### src/rpsp_note_end.sv
`timescale 1ns/1ps

### src/rpsp_pkg.sv
// Package for the reset pin state and shared pin block.
// Assumes one core clock and an active high asynchronous reset.
package rpsp_pkg;

	// Interrupt vector and register location
	localparam logic [15:0] NMI_VECTOR      = 16'h203e;
	localparam logic [3:0]  SFR_WINDOW_ZERO = 4'h0;
	localparam logic [7:0]  PORT0_SFR_ADDR  = 8'h0e;

	// Port 0 bit that carries each low check bit
	localparam int P0_POS_CB0 = 6;
	localparam int P0_POS_CB1 = 2;
	localparam int P0_POS_CB2 = 0;
	localparam int P0_POS_CB3 = 1;
	localparam int P0_POS_CB4 = 3;

	// Port 0 bits that have a check bit role, then port 1, high speed and zero constants
	localparam logic [7:0] P0_CB_MASK   = 8'h4f;
	localparam logic [7:0] P1_ALL_PINS  = 8'hff;
	localparam logic [3:0] HSO_ALL_PINS = 4'hf;
	localparam logic [3:0] HSO_LOW      = 4'h0;
	localparam logic [7:0] BYTE_ZERO    = 8'h00;
	localparam logic [5:0] CB_ZERO      = 6'h00;

	// Pin levels seen from outside
	typedef struct packed {
		logic       nmi;
		logic       cb_en_n;
		logic       cb_top;
		logic [7:0] p0;
	} rpsp_pin_in_t;

	// Register read request
	typedef struct packed {
		logic       rd;
		logic [3:0] window;
		logic [7:0] addr;
	} rpsp_sfr_req_t;

	// Drive, enable and pull controls of every pin handled here
	typedef struct packed {
		logic       bus_oe;
		logic       bus_pu;
		logic [3:0] hso_val;
		logic [3:0] hso_oe;
		logic [3:0] hso_pd;
		logic [7:0] p1_pu;
		logic       txd;
		logic       txd_oe;
		logic       txd_pu;
		logic       pulse_width_output_zero;
		logic       pulse_width_output_zero_oe;
		logic       pulse_width_output_zero_pd;
		logic       nmi_pd;
		logic [7:0] p0_out;
		logic [7:0] p0_oe;
		logic       cb_top_out;
		logic       cb_top_oe;
	} rpsp_pin_ctrl_t;

	// Pin state while reset is held
	localparam rpsp_pin_ctrl_t PINS_IN_RESET = '{
		bus_oe: 1'b0, bus_pu: 1'b1,
		hso_val: HSO_LOW, hso_oe: HSO_LOW, hso_pd: HSO_ALL_PINS,
		p1_pu: P1_ALL_PINS,
		txd: 1'b1, txd_oe: 1'b0, txd_pu: 1'b1,
		pulse_width_output_zero: 1'b0, pulse_width_output_zero_oe: 1'b0, pulse_width_output_zero_pd: 1'b1,
		nmi_pd: 1'b1,
		p0_out: BYTE_ZERO, p0_oe: BYTE_ZERO,
		cb_top_out: 1'b0, cb_top_oe: 1'b0
	};

endpackage
### src/rpsp_pin_ctrl.sv
// Reset pin state, shared port 0 check bit pins and nonmaskable interrupt input.
// Assumes the error correction engine and register file share core_clk_i; pins are asynchronous.
// Behaviour
// [RULE1] Rising nonmaskable input vectors through 203Eh.
// [RULE2] Source holds nonmaskable input high one state.
// [RULE3] Input port read at 0Eh, window zero.
// [RULE4] Enabled check bits use shared port pins.
// [RULE5] Check pins driven only while enable low.
// [RULE6] High speed outputs pulled down, then driven low.
// [RULE7] Port one pins stay weakly pulled up.
// [RULE8] Check bit port pins inputs during reset.
// [RULE9] Non check port zero pins always inputs.
// [RULE10] Transmit high, pulse output low, bus driven.
`timescale 1ns/1ps

module rpsp_pin_ctrl
(
	// Clock and reset
	input  wire logic                     core_clk_i,
	input  wire logic                     reset_i,
	// Pin levels
	input  wire rpsp_pkg::rpsp_pin_in_t   pins_i,
	// Check bit engine
	input  wire logic [5:0]               check_bit_out_i,
	input  wire logic                     check_bit_drive_i,
	output logic      [5:0]               check_bit_in_o,
	// Register read
	input  wire rpsp_pkg::rpsp_sfr_req_t  sfr_req_i,
	output logic      [7:0]               sfr_rdata_o,
	output logic                          sfr_rvalid_o,
	// Interrupt controller
	output logic                          nmi_req_o,
	output logic      [15:0]              nmi_vector_o,
	// Pin drive controls
	output rpsp_pkg::rpsp_pin_ctrl_t      pin_ctrl_o
);

	////////////////////////////////////////////////////////////////////////////
	// Check bit mapping onto port 0

	function automatic logic [4:0] gather_low(input logic [7:0] p0);
		gather_low = {p0[rpsp_pkg::P0_POS_CB4], p0[rpsp_pkg::P0_POS_CB3], p0[rpsp_pkg::P0_POS_CB2],
			p0[rpsp_pkg::P0_POS_CB1], p0[rpsp_pkg::P0_POS_CB0]};
	endfunction

	function automatic logic [7:0] scatter_low(input logic [4:0] cb);
		logic [7:0] p;
		p = rpsp_pkg::BYTE_ZERO;
		p[rpsp_pkg::P0_POS_CB0] = cb[0];
		p[rpsp_pkg::P0_POS_CB1] = cb[1];
		p[rpsp_pkg::P0_POS_CB2] = cb[2];
		p[rpsp_pkg::P0_POS_CB3] = cb[3];
		p[rpsp_pkg::P0_POS_CB4] = cb[4];
		scatter_low = p;
	endfunction

	////////////////////////////////////////////////////////////////////////////
	// State

	rpsp_pkg::rpsp_pin_in_t   sync1_q, sync1_d;
	rpsp_pkg::rpsp_pin_in_t   sync2_q, sync2_d;
	logic                     nmi_prev_q, nmi_prev_d;
	logic                     nmi_req_q, nmi_req_d;
	logic [5:0]               cb_in_q, cb_in_d;
	logic [7:0]               rdata_q, rdata_d;
	logic                     rvalid_q, rvalid_d;
	logic                     up_q, up_d;
	rpsp_pkg::rpsp_pin_ctrl_t pins_q, pins_d;
	logic                     cb_enabled;
	logic                     p0_read;

	// Synchronisers idle with the enable pin released, so reset never shows a false enable
	localparam rpsp_pkg::rpsp_pin_in_t SYNC_IDLE = '{nmi: 1'b0, cb_en_n: 1'b1, cb_top: 1'b0,
		p0: rpsp_pkg::BYTE_ZERO};

	always_comb
	begin
		sync1_d    = pins_i;
		sync2_d    = sync1_q;
		nmi_prev_d = sync2_q.nmi;
		up_d       = 1'b1;
		cb_enabled = ~sync2_q.cb_en_n;
		// [RULE1] Rising edge detect
		nmi_req_d  = sync2_q.nmi & ~nmi_prev_q;
		// [RULE4] Check bits from pins
		cb_in_d    = cb_enabled ? {sync2_q.cb_top, gather_low(sync2_q.p0)} : rpsp_pkg::CB_ZERO;
		// [RULE3] Port zero read
		p0_read    = sfr_req_i.rd && (sfr_req_i.window == rpsp_pkg::SFR_WINDOW_ZERO)
			&& (sfr_req_i.addr == rpsp_pkg::PORT0_SFR_ADDR);
		rdata_d    = p0_read ? sync2_q.p0 : rpsp_pkg::BYTE_ZERO;
		rvalid_d   = sfr_req_i.rd;
		// Pin state once reset has been released
		pins_d            = rpsp_pkg::PINS_IN_RESET;
		// [RULE10] Bus driven, pull up off
		pins_d.bus_oe     = 1'b1;
		pins_d.bus_pu     = 1'b0;
		// [RULE6] High speed driven low
		pins_d.hso_val    = rpsp_pkg::HSO_LOW;
		pins_d.hso_oe     = rpsp_pkg::HSO_ALL_PINS;
		pins_d.hso_pd     = rpsp_pkg::HSO_LOW;
		// [RULE7] Weak pull up kept
		pins_d.p1_pu      = rpsp_pkg::P1_ALL_PINS;
		// [RULE10] Transmit idle, pulse low
		pins_d.txd        = 1'b1;
		pins_d.txd_oe     = 1'b1;
		pins_d.txd_pu     = 1'b0;
		pins_d.pulse_width_output_zero       = 1'b0;
		pins_d.pulse_width_output_zero_oe    = 1'b1;
		pins_d.pulse_width_output_zero_pd    = 1'b0;
		// [RULE5] Drive only when enabled
		pins_d.p0_out     = scatter_low(check_bit_out_i[4:0]);
		// [RULE9] Only masked pins driven
		pins_d.p0_oe      = (cb_enabled && check_bit_drive_i) ? rpsp_pkg::P0_CB_MASK : rpsp_pkg::BYTE_ZERO;
		pins_d.cb_top_out = check_bit_out_i[5];
		pins_d.cb_top_oe  = cb_enabled && check_bit_drive_i;
	end

	// [RULE8] Reset value leaves pins inputs
	always_ff @(posedge core_clk_i or posedge reset_i)
	begin
		if (reset_i)
		begin
			sync1_q    <= SYNC_IDLE;
			sync2_q    <= SYNC_IDLE;
			nmi_prev_q <= 1'b0;
			nmi_req_q  <= 1'b0;
			cb_in_q    <= rpsp_pkg::CB_ZERO;
			rdata_q    <= rpsp_pkg::BYTE_ZERO;
			rvalid_q   <= 1'b0;
			up_q       <= 1'b0;
			pins_q     <= rpsp_pkg::PINS_IN_RESET;
		end
		else
		begin
			sync1_q    <= sync1_d;
			sync2_q    <= sync2_d;
			nmi_prev_q <= nmi_prev_d;
			nmi_req_q  <= nmi_req_d;
			cb_in_q    <= cb_in_d;
			rdata_q    <= rdata_d;
			rvalid_q   <= rvalid_d;
			up_q       <= up_d;
			pins_q     <= pins_d;
		end
	end

	assign check_bit_in_o = cb_in_q;
	assign sfr_rdata_o    = rdata_q;
	assign sfr_rvalid_o   = rvalid_q;
	assign nmi_req_o      = nmi_req_q;
	assign nmi_vector_o   = rpsp_pkg::NMI_VECTOR;
	assign pin_ctrl_o     = pins_q;
endmodule // rpsp_pin_ctrl

### config.mk
export PLATFORM = sky130hd
export DESIGN_NAME = rpsp_pin_ctrl
export DESIGN_NICKNAME = d
export VERILOG_FILES = /design/src/rpsp_note_end.sv /design/src/rpsp_pkg.sv /design/src/rpsp_pin_ctrl.sv
export SDC_FILE = /design/constraint.sdc
export NUM_CORES = 1
export LEC_CHECK = 0
export BUFFER_PORTS_ARGS = -buffer_cell sky130_fd_sc_hd__buf_4
export CORE_UTILIZATION = 42
export CTS_BUF_LIST = sky130_fd_sc_hd__clkbuf_16
export DETAILED_ROUTE_END_ITERATION = 10
export GPL_ROUTABILITY_DRIVEN = 1
export PLACE_DENSITY = 0.78
export SYNTH_ARGS = -nofsm -noshare
export SYNTH_HDL_FRONTEND = slang
export SYNTH_SLANG_ARGS = --single-unit
### constraint.sdc
create_clock -name core_clk_i -period 1.6 [get_ports core_clk_i]
set_input_delay 0.16 -clock core_clk_i [delete_from_list [all_inputs] [get_ports core_clk_i]]
set_output_delay 0.16 -clock core_clk_i [all_outputs]
set_load 0.02 [all_outputs]
# Word level (Yosys, flattened, before mapping)
# Cells that the tools add are included.
# totals
ff_bits	60
latch_bits	0
ram_bits	0
rom_bits	0
in_bits	33
output_inout_bits	79
word_cells	32
mem_count	0
# op_classes
add_sub_neg	0
mul	0
n_div	0
magnitude_cmp	0
n_eq_ne	1
shifts	0
muxes	3
n_bitwise	3
reduce_logical	4
# op_table
op	n
$eq A8 B4 Y1 const B	1
$mux W8	1
$mux W7	1
$mux W6	1
$logic_not A4 Y1	1
$logic_and A1 B1 Y1	3
$not A1 Y1	2
$and A1 B1 Y1	1

# Longest topological paths before layout
# Gate-level depths: netlist (run 1).
# logic_depth
ltp_word	4
mapped_depth	3
depth_no_buf	2

# Least setup slack after synthesis (run 1)
# Ideal clock, no wire load.
# synth_timing
kind	input to register
start	in sfr_req_i[9] in the netlist's numbering
end	reg rdata_q[0] (netlist: sfr_rdata_o[0])
setup_ps	101
t_arrival_ps	1041
required_ps	1499
path_slack_ps	458
stages	3
n_path_buf	1
path_cell_list	or4b_1 > buf_2 > nor4_1
# synth_between
elab_chain_len	4
# synth_lines
element	line	text
start: declaration	rpsp_pin_ctrl.sv:28	input wire rpsp_pkg::rpsp_sfr_req_t sfr_req_i,
$logic_not A4 Y1	rpsp_pin_ctrl.sv:88	p0_read = sfr_req_i.rd && (sfr_req_i.window == rpsp_pkg::SFR_WINDOW_ZERO)
$logic_and A1 B1 Y1	rpsp_pin_ctrl.sv:88	
$logic_and A1 B1 Y1	rpsp_pin_ctrl.sv:89	&& (sfr_req_i.addr == rpsp_pkg::PORT0_SFR_ADDR);
$mux W8	rpsp_pin_ctrl.sv:90	rdata_d = p0_read ? sync2_q.p0 : rpsp_pkg::BYTE_ZERO;
net rdata_d[0]	rpsp_pin_ctrl.sv:65	logic [7:0] rdata_q, rdata_d;
end signal: assignment	rpsp_pin_ctrl.sv:128	rdata_q <= rpsp_pkg::BYTE_ZERO;
end signal: assignment	rpsp_pin_ctrl.sv:140	rdata_q <= rdata_d;
end: declaration	rpsp_pin_ctrl.sv:65	
# The timed path passes the listed nets, and every way through them passes these cells.

# Worst setup path in the final report (run 1)
# layout_timing
start	in sfr_req_i[12] in the netlist's numbering
end	reg rdata_q[3] (netlist: sfr_rdata_o[3])
# layout_between
elab_chain_len	3
# layout_lines
element	line
$logic_and A1 B1 Y1	rpsp_pin_ctrl.sv:88
$logic_and A1 B1 Y1	rpsp_pin_ctrl.sv:89
$mux W8	rpsp_pin_ctrl.sv:90
net rdata_d[3]	rpsp_pin_ctrl.sv:65
# The timed path passes the listed nets, and every way through them passes these cells.

==> metrics.txt, run 1 <==
status complete, no violations; Worst Path Required 1.76 ns; GRT Total Usage 0.119; clock skew a little under 0.006 ns; Syn Area/Cell ~14 um2; number of max-slew violations in the final report 0; clk_lat worst skew between 0.2 and 0.3 ns; Setup crit start sfr_req_i[12]; clk buf depth 2; Die Span X slightly below 70 um; remaining global-route overflow 0; Final Hold Viols 0; Hold Path Origin check_bit_drive_i; largest incremental delay on the critical path 0.52 ns; vias in the first global route 972; DPL Wire Length 1.94 mm; H-tree depth 2; per-cell routed wire length 10.0 um; CP Cell Sequence dlygate4sd3_1 > buf_4 > or4b_4 > nor4_1; number of antenna diodes 0; vias post-DR between 1000 and 1500; share of layout cells above drive strength 1 0.445; Final nets between 200 and 300; Final GP Congestion roughly 0.8; first-pass GRT wire length around 3.9 mm; TNS Setup 0 ns; DIE AREA approximately 4600 um2; Post-Synthesis Cells around 130; postcts setup bufs 0; Crit-path slowest cell dlygate4sd3_1; DRC 0; Final ANT Viol Nets 0; Core ar. 4090 um2; maximum clock rate between 0.6 and 0.7 GHz; post-synthesis cell type count 12; DR iter-0 viols between 40 and 50; commonest non-fill, non-tap cell in the layout buf_4; max-cap viol count 0; final period utilization 0.921; FF-to-FF setup slack roughly 0.28 ns; largest net degree at the start of global routing 22; Crit Path Max Fanout 8; Pleak roughly 1.3 nW; Area after DPL around 2200 um2; Critical R2R Launch sync2_q[3]$_DFF_PP0_; Hold Path Class input port to flop; initial antenna violation count 0; Top Ports 112; fin crit period between 1 and 1.5 ns; Mapped Area 1830 um2; 1st-pass router iterations 2; total CTS buffers 5; Vias/cell 3.98; sequential share of the synthesized area 0.657; clock slew at reported path FFs 0.06 ns; Filler cells between 300 and 400; worst-case vdd ir drop 0.000587 V; most frequent cells in the layout 75 x buf_4, 45 x dfrtp_1, 39 x conb_1; final wirelength around 2.7 mm; Die Ht 68.1 um; area grow syn2layout 40.2%; Rows 23; Initial Util 0.449; IO buf count 74; TritonCTS clock tree yes; final instance area around 2600 um2; # setup viols final 0; RSZ-0062 raised after global routing no; Worst setup EP type flop; yosys warns 0; power density over cell area 1080 nW/um2; Worst EP arrival approximately 1.6 ns; clock sink total 48; Setup crit start kind input port; #FFs+latches synth 48; path type of the worst setup path input port to flop; CTS root buf clkbuf_16
[critical path: cells and delay by family]
kind          cells  cell delay [ns]
simple gates      2             0.84
buf+inv           2             0.62
[cells by family (layout without fill, tap and decap cells)]
logic type / Yosys count / in the layout / share of synthesized area
other cells: 2 / 39 / 0.00409
flops: 48 / 48 / 0.657
buf+inv: 57 / 104 / 0.228
simple gates: 27 / 27 / 0.111
[registers in the layout (all words and copies together) (netlist names)]
signal          count
sync1_q            11
check_bit_in_o      6
sfr_rvalid_o        1
nmi_prev_q          1
sfr_rdata_o         8
nmi_prev_d          1
nmi_req_o           1
pin_ctrl_o          9
sync2_q            10
[where the power goes]
part | total (mW) | switching [mW] | internal, mW
Combinational | 0.357 | 0.205 | 0.153
Clock | 1.13 | 0.399 | 0.733
Sequential | 1.29 | 0.0208 | 1.27
[timing repair]
item	CTS	global route
resized for setup	0	2
setup endpoints to repair	0	1
hold buffers	19	0
endpoints found under the hold margin	28	0
[layout make-up]
class,instances,area [um2],area share
Clock buffer,5,125,0.0486
Clock inverter,3,42.5,0.0165
Inverter,1,3.75,0.00146
Multi-Input combinational cell,66,360,0.140
Sequential cell,48,1200,0.468
Tap cell,50,62.6,0.0243
Timing Repair Buffer,95,773,0.301
[cell usage after synthesis]
library cell	count	area, um2
or4b_2	8	80.1
nor2b_1	8	50.1
dfrtp_1	45	1130
buf_2	1	5.00
conb_1	2	7.51
buf_4	54	405
or4b_1	2	20.0
clkbuf_1	1	3.75
inv_1	1	3.75
nand2_1	1	3.75
nor4_1	8	50.1
dfstp_2	3	78.8
[metrics by stage]
step	std cells	util	hold slack [ns]	total power [mW]	setup WS [ns]
after global routing	268	0.630	0.119	2.89	0.103
final	268	0.630	0.105	2.78	0.127
after global placement	241	0.539	0.133	1.62	0.286
after floorplan	171	-	0.164	1.58	0.300
after detailed placement	241	0.539	0.135	1.63	0.250
after CTS	268	0.627	0.103	2.81	0.0957
[worst paths after layout]
| path | cells after the start | end |
|---|---|---|
| worst max-delay path | 4 | sfr_rdata_o[3]$_DFF_PP0_ |
| worst min-delay path | 2 | pin_ctrl_o[5]$_DFF_PP0_ |
| worst max register to register | 2 | sfr_rdata_o[3]$_DFF_PP0_ |
| worst min register to register | 0 | sync2_q[6]$_DFF_PP0_ |
| max in group asynchronous | 4 | sfr_rdata_o[6]$_DFF_PP0_ |
| min in group asynchronous | 3 | nmi_prev_q$_DFF_PP0_ |
[layer usage]
layer / global-route usage / share of wire / wire [um] / vias to the layer above
li1: - / - / - / 506
met1: 0.0998 / 0.34 / 902 / 494
met2: 0.228 / 0.56 / 1500 / 60
met3: 0.0217 / 0.079 / 211 / 7
met4: 0.109 / 0.027 / 73 / 0
met5: 0 / 0 / 0 / -
Note: power is estimated with default switching activity, not from simulation.
==> run 2: changes to the inputs <==
- BUFFER_PORTS_ARGS: -buffer_cell sky130_fd_sc_hd__buf_4 -> unset
- CORE_UTILIZATION: 42 -> 51
- DONT_BUFFER_PORTS: unset -> 1
- MAX_ROUTING_LAYER: unset -> met4
- PLACE_DENSITY: 0.78 -> 0.66
==> metrics.txt, run 2 (synthesis results as in run 1) <==
final wirelength 2.31 mm; Top Ports 112; Rows 21; most frequent cells in the layout 45 x dfrtp_1, 39 x conb_1, 19 x dlygate4sd3_1; clock skew about 0.0043 ns; clock slew at reported path FFs around 0.060 ns; Final Hold Viols 0; largest net degree at the start of global routing 49; Final nets about 180; DPL Wire Length around 1.6 mm; Crit Path Max Fanout 4; vias in the first global route 760; CP Cell Sequence buf_12; Hold Path Class input port to flop; Final ANT Viol Nets 0; Register Area 1200 um2; clock sink total 48; TNS Setup 0 ns; remaining global-route overflow 0; max reg flops 11; clk buf depth 2; Vias/cell around 4.5; number of max-slew violations in the final report 0; Die Ht 62.0 um; final instance area ~2000 um2; DRC 0; vias post-DR about 860; DIE AREA 3840 um2; Final Util 0.587; Top reg by flops sync1_q; Setup crit start kind flop; CP top delay family flip-flops; per-cell routed wire length between 10 and 15 um; number of antenna diodes 0; GRT Total Usage 0.139; largest incremental delay on the critical path 0.75 ns; Worst setup EP type primary output; area of the multi-input gates roughly 350 um2; 1st-pass router iterations 3; initial antenna violation count 0; commonest non-fill, non-tap cell in the layout dfrtp_1; H-tree depth 2; final period utilization 0.876; Final GP Congestion 0.757; Buf/Inv on CP 1; share of layout cells above drive strength 1 0.158; CTS root buf clkbuf_16; maximum clock rate between 0.7 and 0.8 GHz; Core ar. roughly 3400 um2; path type of the worst setup path flop to primary output; # setup viols final 0; Crit-path slowest cell dfstp_2; power density over cell area about 1200 nW/um2; Die Span X around 62 um; max-cap viol count 0; Pleak roughly 0.93 nW; total CTS buffers 5; TritonCTS clock tree yes; Worst EP arrival about 1.2 ns; Area after DPL 1660 um2; clk_lat worst skew 0.28 ns; status complete, no violations; first-pass GRT wire length roughly 3.4 mm; fin crit period between 1 and 1.5 ns; Pwr Total approximately 2.5 mW; DR iter-0 viols 3; Worst Path Required approximately 1.4 ns; RSZ-0062 raised after global routing no; Least-Margin Pin Slew 0.548 ns; Filler cells between 200 and 300; worst-case vdd ir drop around 0.00097 V; area grow syn2layout 8.53%; IO buf count 0; Initial Util 0.541; slew margin rel. 0.635
## run 2: changes by cell type in the layout (fill, tap and decap cells not counted), sizes merged
cell      before  now
clkinv         2    1
clkinvlp       0    1
inv            1    2
bufinv         1    0
buf           76    4
## run 2: power breakdown
group | total, mW | internal [mW] | switching (mW)
Clock | 0.961 | 0.569 | 0.393
Sequential | 1.32 | 1.27 | 0.0503
Combinational | 0.202 | 0.0535 | 0.148
Total | 2.48 | 1.89 | 0.591
## run 2: repair_timing
item / CTS / global route
buffers inserted: 0 / 0
gates resized for setup: 0 / 0
hold buffers: 19 / 0
hold endpoints to repair: 63 / 0
## run 2: layer usage
| layer | vias up | routed length [um] | global-route usage |
|---|---|---|---|
| met5 | - | 0 | - |
| met2 | 69 | 1270 | 0.231 |
| met1 | 423 | 707 | 0.120 |
| li1 | 362 | - | - |
| met3 | 7 | 284 | 0.0766 |
| met4 | 0 | 55 | 0.0857 |
## run 2: final cells by class
class	count	share of cell area
tap	46	0.0289
clock inverter	3	0.00817
sequential	48	0.605
timing repair buffer	23	0.117
multi-input combinational	66	0.176
clock buffer	5	0.0629
inverter	1	0.00189
## run 2: path summary, 6_finish.rpt
check	endpoint	from	slack, ns	cells past startpoint
setup / recovery	pin_ctrl_o[45]	pin_ctrl_o[34]$_DFF_PP1_	0.20	1
hold / removal	pin_ctrl_o[5]$_DFF_PP0_	check_bit_drive_i	0.02	1
setup reg to reg	sfr_rdata_o[0]$_DFF_PP0_	sync2_q[0]$_DFF_PP0_	0.26	2
hold reg to reg	sync2_q[8]$_DFF_PP0_	sync1_q[8]$_DFF_PP0_	0.35	0
max in group asynchronous	sync2_q[9]$_DFF_PP1_	reset_i	0.75	3
min in group asynchronous	pin_ctrl_o[1]$_DFF_PP0_	reset_i	0.47	3
## run 2: per-stage QoR
step	setup slack, ns	hold slack (ns)	instances
6_report	0.198	0.0188	192
5_1_grt	0.155	0.0201	192
4_1_cts	0.187	0.0168	192
3_5_place_dp	0.319	0.165	165
3_3_place_gp	0.400	0.165	165
2_1_floorplan	0.300	0.164	171
==> run 3: changes to the inputs <==
- CORE_UTILIZATION: 51 -> 55
- PLACE_DENSITY: 0.66 -> 0.7
==> metrics.txt, run 3 (synthesis results as in run 1) <==
final period utilization 0.814; Top reg by flops sync1_q; fin crit period around 1.3 ns; Rows 20; Top Ports between 100 and 150; area of the multi-input gates 350 um2; GRT Total Usage 0.140; DR iter-0 viols 16; Worst EP arrival about 1.1 ns; Register Area between 1000 and 1500 um2; Initial Util 0.591; Hold Path Class input port to flop; 1st-pass router iterations 4; Buf/Inv on CP 1; Pleak approximately 0.94 nW; clock slew at reported path FFs around 0.06 ns; total CTS buffers 5; Die Ht 59.8 um; Least-Margin Pin Slew ~0.55 ns; status complete, no violations; most frequent cells in the layout 45 x dfrtp_1, 39 x conb_1, 19 x dlygate4sd3_1; FF-to-FF setup slack around 0.30 ns; initial antenna violation count 0; Pwr Total roughly 2.6 mW; Worst setup EP type primary output; Final ANT Viol Nets 0; post_cts resized 0; number of antenna diodes 0; Worst R2R Path Depth 2; DPL Wire Length 1.55 mm; Post-Place Cells 163; final instance area 2000 um2; clk buf depth 2; Setup crit start kind flop; max-cap viol count 0; slew margin rel. 0.635; Area after DPL between 1500 and 2000 um2; DIE AREA about 3600 um2; largest net degree at the start of global routing a little under 50; area grow syn2layout 8.94%; maximum clock rate approximately 0.77 GHz; # setup viols final 0; Crit Path Max Fanout 7; remaining global-route overflow 0; power density over cell area about 1300 nW/um2; per-cell routed wire length approximately 12 um; DRC 0; largest incremental delay on the critical path approximately 0.51 ns; Worst Path Required ~1.4 ns; CP Cell Sequence buf_4; IO buf count 0; TNS Setup 0 ns; Vias/cell 4.32; CTS root buf clkbuf_16; vias post-DR 820; Final nets 178; Die Span X ~60 um; Core ar. 3100 um2; clock sink total between 40 and 50; Final GP Congestion slightly above 0.9; Crit-path slowest cell dfstp_2; share of layout cells above drive strength 1 0.158; TritonCTS clock tree yes; final wirelength around 2.2 mm; H-tree depth 2; vias in the first global route between 700 and 800; reg2reg end sfr_rdata_o[1]$_DFF_PP0_; Min-Delay Endpoint pin_ctrl_o[5]$_DFF_PP0_; worst-case vdd ir drop around 0.0011 V; clk_lat worst skew 0.28 ns; fin cells 190; max reg flops 11; Hold Crit Depth 1; Filler cells 227; path type of the worst setup path flop to primary output; Critical R2R Launch sync2_q[1]$_DFF_PP0_; Final Util 0.644; Hold Path Origin check_bit_drive_i; number of max-slew violations in the final report 0; Final Hold Viols 0; commonest non-fill, non-tap cell in the layout dfrtp_1; RSZ-0062 raised after global routing no; clock skew about 0.0031 ns; CP top delay family flip-flops; first-pass GRT wire length about 3.3 mm
## run 3: worst max path at each step
stage	startpoint	cells after the start	slack [ns]	endpoint
6_report	pin_ctrl_o[34]$_DFF_PP1_	1	0.30	pin_ctrl_o[33]
5_1_grt	sync2_q[1]$_DFF_PP0_	2	0.25	sfr_rdata_o[1]$_DFF_PP0_
4_1_cts	pin_ctrl_o[34]$_DFF_PP1_	1	0.29	pin_ctrl_o[34]
3_5_place_dp	sfr_req_i[9]	2	0.29	sfr_rdata_o[1]$_DFF_PP0_
3_3_place_gp	sfr_req_i[9]	2	0.38	sfr_rdata_o[4]$_DFF_PP0_
2_1_floorplan	reset_i	1	0.30	check_bit_in_o[0]$_DFF_PP0_
## run 3: worst reg2reg max path: cells and delay by family (launching register included)
kind | cells | cell delay [ns]
flops | 1 | 0.35
simple gates | 2 | 0.84
## run 3: cell type report
class,instances,area share
clock inverter,3,0.0194
clock buffer,5,0.0626
multi-input combinational,66,0.175
tap,44,0.0276
inverter,1,0.00188
sequential,48,0.603
timing repair buffer,23,0.110
## run 3: what timing repair did
| item | 4_1_cts | 5_1_grt |
|---|---|---|
| endpoints found under the setup margin | 0 | 0 |
| hold endpoints to repair | 63 | 0 |
| hold buffers | 19 | 0 |
| buffers inserted | 0 | 0 |
## run 3: metal layers
| layer | global-route usage | part of all wire | vias up |
|---|---|---|---|
| li1 | - | - | 365 |
| met5 | - | 0 | - |
| met1 | 0.133 | 0.34 | 381 |
| met4 | 0.0598 | 0.010 | 0 |
| met2 | 0.227 | 0.52 | 72 |
| met3 | 0.0823 | 0.13 | 2 |
## run 3: power by group
group	switching [mW]	internal (mW)
Clock	0.380	0.726
Combinational	0.155	0.0503
Sequential	0.0432	1.27
## run 3: through the flow
step,worst slack (ns),hold WS (ns)
after detailed placement,0.293,0.165
after floorplan,0.300,0.164
after global routing,0.252,0.0260
after global placement,0.380,0.165
after CTS,0.289,0.0271
final,0.297,0.0350
